===== src/charger_cfg_pkg.sv =====
package charger_cfg_pkg;
	// ----------------------------------------
	// Register map
	// ----------------------------------------
	localparam logic [7:0] PRECHG_OFS = 8'h11;
	localparam logic [7:0] TIMER_OFS = 8'h12;
	localparam logic [7:0] STEP_OFS = 8'h13;
	// Values after reset or after an input-presence edge
	localparam logic [7:0] PRECHG_RST = 8'h00;
	localparam logic [7:0] TIMER_RST = 8'h00;
	localparam logic [7:0] STEP_RST = 8'h00;
	localparam logic [7:0] STEP_MASK = 8'h7f;
	// ----------------------------------------
	// Field positions
	// ----------------------------------------
	localparam int PULLDOWN_BIT = 7;
	localparam int PRE_V_LSB = 4;
	localparam int PRE_I_LSB = 2;
	localparam int DONE_I_LSB = 0;
	localparam int AUTO_FINISH_BIT = 7;
	localparam int AUTO_RECHG_BIT = 6;
	localparam int MAINT_TMR_LSB = 4;
	localparam int FAST_TMR_LSB = 2;
	localparam int PRE_TMR_LSB = 0;
	localparam int HYS_LSB = 4;
	localparam int RISE_LSB = 0;
	// ----------------------------------------
	// Decode tables
	// ----------------------------------------
	localparam logic [11:0] PRE_V_BASE_MV = 12'h834;
	localparam logic [11:0] PRE_V_STEP_MV = 12'h096;
	// Rise threshold tops out above 4095 mV, so it needs 13 bits
	localparam logic [12:0] RISE_BASE_MV = 13'h0ed8;
	localparam logic [12:0] RISE_STEP_MV = 13'h0032;
	localparam logic [11:0] HYS_STEP_MV = 12'h064;
	localparam logic [5:0] CUR_CENTI [0:3] = '{6'h05, 6'h0a, 6'h14, 6'h1e};
	localparam logic [9:0] MAINT_MIN [0:3] = '{10'h000, 10'h00f, 10'h01e,
		10'h03c};
	localparam logic [9:0] FAST_MIN [0:3] = '{10'h04b, 10'h096, 10'h12c,
		10'h258};
	localparam logic [9:0] PRE_MIN [0:3] = '{10'h01e, 10'h03c, 10'h078,
		10'h0f0};
	// ----------------------------------------
	// Types
	// ----------------------------------------
	typedef enum logic [1:0] {
		DET_NONE = 2'b00,
		DET_RISE = 2'b01,
		DET_BOTH = 2'b11,
		DET_FALL = 2'b10
	} detect_opt_t;
	typedef struct packed {
		logic wr;
		logic rd;
		logic [7:0] addr;
		logic [7:0] wdata;
	} reg_req_t;
	typedef struct packed {
		logic battery_pulldown_enable;
		logic [2:0] precharge_voltage_threshold;
		logic [1:0] precharge_current_select;
		logic [1:0] done_current_threshold;
		logic maintain_auto_finish;
		logic auto_recharge_enable;
		logic [1:0] maintain_timer_select;
		logic [1:0] fast_timer_select;
		logic [1:0] pre_timer_select;
		logic [2:0] step_hysteresis_select;
		logic [3:0] step_rise_threshold;
	} cfg_fields_t;
	typedef struct packed {
		logic [11:0] precharge_mv;
		logic [5:0] precharge_centi;
		logic [5:0] done_centi;
		logic [9:0] maintain_min;
		logic [9:0] fast_min;
		logic [9:0] pre_min;
		logic [11:0] step_hys_mv;
		logic [12:0] step_rise_mv;
	} cfg_decoded_t;
endpackage


===== src/charger_phase_config_regs.sv =====
`timescale 1ns/10ps
module charger_phase_config_regs import charger_cfg_pkg::*; (
	// Clock and reset
	input wire logic ref_clk,
	input wire logic nrst,
	// Register port
	input wire reg_req_t req,
	output logic [7:0] rd_data,
	output logic rd_valid,
	// Charger input presence
	input wire logic charger_input_presence,
	input wire logic [1:0] input_detect_option,
	// Configuration to the charger
	output cfg_fields_t cfg,
	output cfg_decoded_t dec
);
	// ----------------------------------------
	// Register state
	// ----------------------------------------
	logic [7:0] prechg_reg, prechg_next;
	logic [7:0] timer_reg, timer_next;
	logic [7:0] step_reg, step_next;
	logic [7:0] rd_data_reg, rd_data_next;
	logic rd_valid_reg, rd_valid_next;
	logic presence_reg;
	logic presence_seen_reg, presence_seen_next;
	logic edge_hit;
	cfg_fields_t cfg_reg, cfg_next;
	cfg_decoded_t dec_reg, dec_next;

	// Presence edge is qualified only after one sampled value exists,
	// so the first cycle out of reset cannot fake an edge.
	always_comb begin
		logic rise;
		logic fall;
		rise = charger_input_presence & ~presence_reg;
		fall = ~charger_input_presence & presence_reg;
		presence_seen_next = 1'b1;
		unique case (detect_opt_t'(input_detect_option))
			DET_NONE: edge_hit = 1'b0;
			DET_RISE: edge_hit = presence_seen_reg & rise;
			DET_FALL: edge_hit = presence_seen_reg & fall;
			DET_BOTH: edge_hit = presence_seen_reg & (rise | fall);
		endcase
	end

	// Edge beats a write in the same cycle: defaults win.
	always_comb begin
		prechg_next = prechg_reg;
		timer_next = timer_reg;
		step_next = step_reg;
		// Reset feeds the decode too, so dec is valid on the first
		// active cycle instead of showing all zeros
		if (!nrst) begin
			prechg_next = PRECHG_RST;
			timer_next = TIMER_RST;
			step_next = STEP_RST;
		end else if (edge_hit) begin
			prechg_next = PRECHG_RST;
			timer_next = TIMER_RST;
			step_next = STEP_RST;
		end else if (req.wr) begin
			unique case (req.addr)
				PRECHG_OFS: prechg_next = req.wdata;
				TIMER_OFS: timer_next = req.wdata;
				STEP_OFS: step_next = req.wdata & STEP_MASK;
				default: ;
			endcase
		end
	end

	// ----------------------------------------
	// Read path
	// ----------------------------------------
	always_comb begin
		rd_valid_next = req.rd;
		rd_data_next = 8'h00;
		if (req.rd) begin
			unique case (req.addr)
				PRECHG_OFS: rd_data_next = prechg_reg;
				TIMER_OFS: rd_data_next = timer_reg;
				STEP_OFS: rd_data_next = step_reg & STEP_MASK;
				default: rd_data_next = 8'h00;
			endcase
		end
	end

	// ----------------------------------------
	// Field and decode outputs
	// ----------------------------------------
	always_comb begin
		cfg_next.battery_pulldown_enable = prechg_next[PULLDOWN_BIT];
		cfg_next.precharge_voltage_threshold = prechg_next[PRE_V_LSB +: 3];
		cfg_next.precharge_current_select = prechg_next[PRE_I_LSB +: 2];
		cfg_next.done_current_threshold = prechg_next[DONE_I_LSB +: 2];
		cfg_next.maintain_auto_finish = timer_next[AUTO_FINISH_BIT];
		cfg_next.auto_recharge_enable = timer_next[AUTO_RECHG_BIT];
		cfg_next.maintain_timer_select = timer_next[MAINT_TMR_LSB +: 2];
		cfg_next.fast_timer_select = timer_next[FAST_TMR_LSB +: 2];
		cfg_next.pre_timer_select = timer_next[PRE_TMR_LSB +: 2];
		cfg_next.step_hysteresis_select = step_next[HYS_LSB +: 3];
		cfg_next.step_rise_threshold = step_next[RISE_LSB +: 4];
		dec_next.precharge_mv = PRE_V_BASE_MV + 12'(PRE_V_STEP_MV *
			cfg_next.precharge_voltage_threshold);
		dec_next.precharge_centi =
			CUR_CENTI[cfg_next.precharge_current_select];
		dec_next.done_centi = CUR_CENTI[cfg_next.done_current_threshold];
		dec_next.maintain_min = MAINT_MIN[cfg_next.maintain_timer_select];
		dec_next.fast_min = FAST_MIN[cfg_next.fast_timer_select];
		dec_next.pre_min = PRE_MIN[cfg_next.pre_timer_select];
		// Reserved codes decode linearly; software must avoid them
		dec_next.step_hys_mv = 12'(HYS_STEP_MV *
			({1'b0, cfg_next.step_hysteresis_select} + 4'h1));
		dec_next.step_rise_mv = RISE_BASE_MV + 13'(RISE_STEP_MV *
			cfg_next.step_rise_threshold);
	end

	// ----------------------------------------
	// Flip-flops
	// ----------------------------------------
	always_ff @(posedge ref_clk) begin
		if (!nrst) begin
			prechg_reg <= PRECHG_RST;
			timer_reg <= TIMER_RST;
			step_reg <= STEP_RST;
			rd_data_reg <= 8'h00;
			rd_valid_reg <= 1'b0;
			presence_reg <= 1'b0;
			presence_seen_reg <= 1'b0;
			cfg_reg <= cfg_next;
			dec_reg <= dec_next;
		end else begin
			prechg_reg <= prechg_next;
			timer_reg <= timer_next;
			step_reg <= step_next;
			rd_data_reg <= rd_data_next;
			rd_valid_reg <= rd_valid_next;
			presence_reg <= charger_input_presence;
			presence_seen_reg <= presence_seen_next;
			cfg_reg <= cfg_next;
			dec_reg <= dec_next;
		end
	end

	// Decoded outputs must agree with register defaults after reset
	always_comb begin
		rd_data = rd_data_reg;
		rd_valid = rd_valid_reg;
		cfg = cfg_reg;
		dec = dec_reg;
	end
endmodule


===== config.mk =====
export PLATFORM = sky130hd
export DESIGN_NAME = charger_phase_config_regs
export DESIGN_NICKNAME = d
export VERILOG_FILES = /design/src/charger_cfg_pkg.sv /design/src/charger_phase_config_regs.sv
export SDC_FILE = /design/constraint.sdc
export NUM_CORES = 1
export LEC_CHECK = 0
export BUFFER_PORTS_ARGS = -buffer_cell sky130_fd_sc_hd__buf_2
export CORE_ASPECT_RATIO = 1.2
export CORE_MARGIN = 4
export CORE_UTILIZATION = 25
export CTS_CLUSTER_DIAMETER = 120
export DETAILED_ROUTE_END_ITERATION = 10
export HOLD_SLACK_MARGIN = 0.03
export PLACE_DENSITY = 0.56
export SLEW_MARGIN = 20
export SYNTH_ARGS = -nofsm -noshare
export SYNTH_HDL_FRONTEND = slang
export SYNTH_SLANG_ARGS = --single-unit

===== constraint.sdc =====
create_clock -name ref_clk -period 5.96 [get_ports ref_clk]
set_clock_uncertainty 0.1 [all_clocks]
set_input_delay 0.298 -clock ref_clk [delete_from_list [all_inputs] [get_ports ref_clk]]
set_output_delay 0.298 -clock ref_clk [all_outputs]
set_load 0.03 [all_outputs]

Yosys cells after proc, flatten, opt, wreduce, memory -nomap -nowiden. Index checks and enable logic that the tools add are counted.

Order comparisons: 5. Add/sub/neg operators: 3. Muxes and demuxes: 30. Eq/ne operators: 6. Bitwise gates (word level): 13. Reduce and logical (&&, ||, !) cells: 2. $mul: 3.

Operators with widths (number): two-way mux 8 bit (8); binary-select mux 10 bit (select 2 bit) (3); two-way mux 10 bit (6); two-way mux 7 bit (4); binary-select mux 6 bit (select 2 bit) (2); == test 8 x 5 -> 1 bit, second input constant (3); two-way mux 6 bit (4); one-hot mux 8 bit (3 select lines) (1); multiplier 5 x 4 -> 9 bit, first input constant (2); >= comparator 3 bit, second input constant (5); NOT 2 -> 3 bit (5); adder 12 x 10 -> 13 bit, first input constant (1); adder 12 x 11 -> 12 bit, first input constant (1); multiplier 7 x 3 -> 10 bit, first input constant (1); bitwise AND 1 bit (5); adder 3 x 1 -> 4 bit, second input constant (1); == test 2 bit, second input constant (2); one-hot mux 1 bit (4 select lines) (1); == test 2 x 1 -> 1 bit, second input constant (1); zero test 2 bit (1); NOT 1 bit (2); AND reduction 2 bit (1); two-way mux 1 bit (1); bitwise OR 1 bit (1).

Logic and storage cells: 88. Flip-flop bits (word level): 134. Input bits: 23.

Longest topological paths before layout.
Depth after elaboration: 11. Depth in mapped cells: 18. Depth with buffers taken out: 17.

Worst setup path before layout. Ideal clock, no wire load.

Kind: in2reg. From: input req[15] (netlist bit). To: register dec_reg (netlist bit dec[73]). Setup slack: 1.945 ns. Required time: 5.733 ns. Data arrival time: 3.789 ns. Cell stages on the path: 13. Path through: or4_4 or4_4 buf_6 mux2_4 nand3_4 inv_1 ha_1 ha_1 fa_1 xnor2_1 xor2_2 or3_2 xor2_1.

RTL lines: from (decl) (line charger_phase_config_regs.sv:7) `input wire reg_req_t req,`; to (signal assigned) (line charger_phase_config_regs.sv:131) `dec_reg <= dec_next;`; to (signal assigned) (line charger_phase_config_regs.sv:141) `dec_reg <= dec_next;`; to (decl) (line charger_phase_config_regs.sv:29) `cfg_decoded_t dec_reg, dec_next;`.

==> metrics.txt <==
Root Driver clkbuf_16; final setup fails 0; sequential element share of the synthesized area 0.494; commonest non-fill, non-tap cell in the layout buf_2; Multi-input gate area 0.00185 mm²; minimum clock period 4080 ps; number of setup buffers added after CTS 0; synth unique cells 48; Post-DP HPWL 7.55 mm; I/O pin cnt 134; slowest CP cell or4_4; crit path kind in2reg; DR iter-0 viols 127; Gate Count Post-Synth 419; hold slack 97.2 ps; worst-margin pin slew 857 ps; Pleak 2.63 nW; Slew Limit Fails 0; PwrDens 254 mW/mm²; DRC 0; routability congestion estimate 0.744; fin crit share 0.684; crit path launch type input pin; Initial Util 0.256; Tot Pwr 1.34 mW; fmax 0.245 GHz; post-DR wirelength/cell 13.1 µm; Max FO, Critical Path 14; grt ovf 0; Fin. Hold Viols 0; # resized after CTS 0; Relative slew margins 0.426; DIE WIDTH 128 µm; Max VDD drop 0.110 mV; RSZ-0062 raised after global routing false; Final Net Count 584; Async SR Flop Fraction 0; core area 0.0170 mm²; FP Rows 52; crit-path cells buf_2, or4_4, or4_4, mux2_4, nand3_4, inv_1, ha_1, ha_1, fa_1, xnor2_1, xor2_2, or3_2, xor2_1; Die ar. 0.0195 mm²; Min-Delay Path Class in2reg; global-route wire length before repair 15.4 mm; Reg area 0.00214 mm²; CTS Buf Count 9; initial antenna violation count 1; kind of end point of the critical path register; gr usage total 0.100; antenna viol nets, final 0; PortBufs 118; synthesized area 0.00434 mm²; first-pass iteration count of the detailed router 4; synth warn 0; status completed; Worst path max stage delay 650 ps; vias in the first global route 3073; FF+latch count, synth 107; Max-cap violations 0; clock transition at the registers of the reported paths 70 ps; Hold-fix buffers, CTS 0; Syn-to-layout area delta 21.7%; Layout fillers 1760; Largest register FFs 54; clk sinks 107; crit path DAT 4190 ps; syn_area_per_cell 10.4 µm²; largest net degree at the start of global routing 31; Worst-Skew Late Latency 350 ps; die height 152 µm; Post-synth EDFFs 0; H-tree Lvls 3; CTS tree built; Vias/cell 3.97; setup TNS 0 ps; dominant register cell in the synthesized netlist dfxtp_1; Max clock buf depth 2; highest-count cells in the layout ignoring fill and taps 118 x buf_2, 107 x dfxtp_1, 69 x nor2_1, 34 x ha_1, 32 x inv_1; layout cells sized above 1 0.282; routed wire length 9.77 mm; placed cell count 729; WP data required 6080 ps; vias 2960; final cell count without fillers 746
==> per-layer routing <==
layer  up-vias  wire length, µm  GRT usage
li1       1513                -          -
met1      1346             4080      0.114
met2        90             4800      0.170
met3        11              661     0.0284
met4         0              217     0.0501
met5         -                0          0
==> worst max-delay path: cells and delay by family <==
family        cells  cell delay (ps)
simple gates      4             1790
fa+ha+maj         3              910
xor+xnor          3              640
mux               1              380
buf+inv           2              160
==> worst paths after layout <==
path | from | endpoint | slack [ps] | depth (start not counted)
max reg2reg | presence_reg$_SDFF_PN0_ | dec[23]$_DFF_P_ | 1990 | 15
max | req[15] | dec[73]$_DFF_P_ | 1880 | 13
min reg2reg | timer_reg[4]$_SDFF_PN0_ | rd_data[4]$_SDFF_PN0_ | 390 | 2
min | charger_input_presence | presence_reg$_SDFF_PN0_ | 100 | 3
==> Yosys cell counts, drive strengths merged, types with 4 or more instances <==
library cell  instances  area share
clkbuf                6      0.0052
nor2                 69       0.060
o21ai                10       0.012
xor2                  8       0.018
buf                  35       0.059
xnor2                14       0.028
nand2b                5      0.0072
a21oi                13       0.015
ha                   34       0.098
mux2i                31       0.074
nand3                 4      0.0075
nand2                11      0.0095
inv                  32       0.028
dfxtp               107        0.49
==> layout make-up <==
cell class                 count  share of cell area
clock buffer                  10              0.0452
multi-input combinational    253               0.351
antenna                        1            0.000474
inverter                      33              0.0234
timing repair buffer         120               0.115
sequential                   107               0.405
tap                          216              0.0511
clock inverter                 6             0.00900
==> cell families after synthesis <==
kind of cell               synth area share
and+or+nand+nor                       0.123
adders and majority gates             0.114
buffers and inverters                0.0931
muxes                                0.0813
AOI/OAI and AO/OA                    0.0470
xor gates and xnor gates             0.0461
other                               0.00173
DFF                                   0.494
==> where the power goes <==
| group | switching (mW) | internal (mW) | total, mW |
|---|---|---|---|
| clock | 0.274 | 0.299 | 0.573 |
| combinational | 0.0394 | 0.0132 | 0.0525 |
| sequential | 0.000780 | 0.717 | 0.718 |
==> stage by stage <==
stage / area, µm² / worst slack [ps] / utilization
floorplan: 4400 / 1940 / -
global placement: 4990 / 1670 / 0.294
detailed placement: 4990 / 1540 / 0.294
CTS: 5280 / 1860 / 0.311
global route: 5280 / 1550 / 0.311
finish: 5280 / 1880 / 0.311
Note: power is estimated with default switching activity, not from simulation.
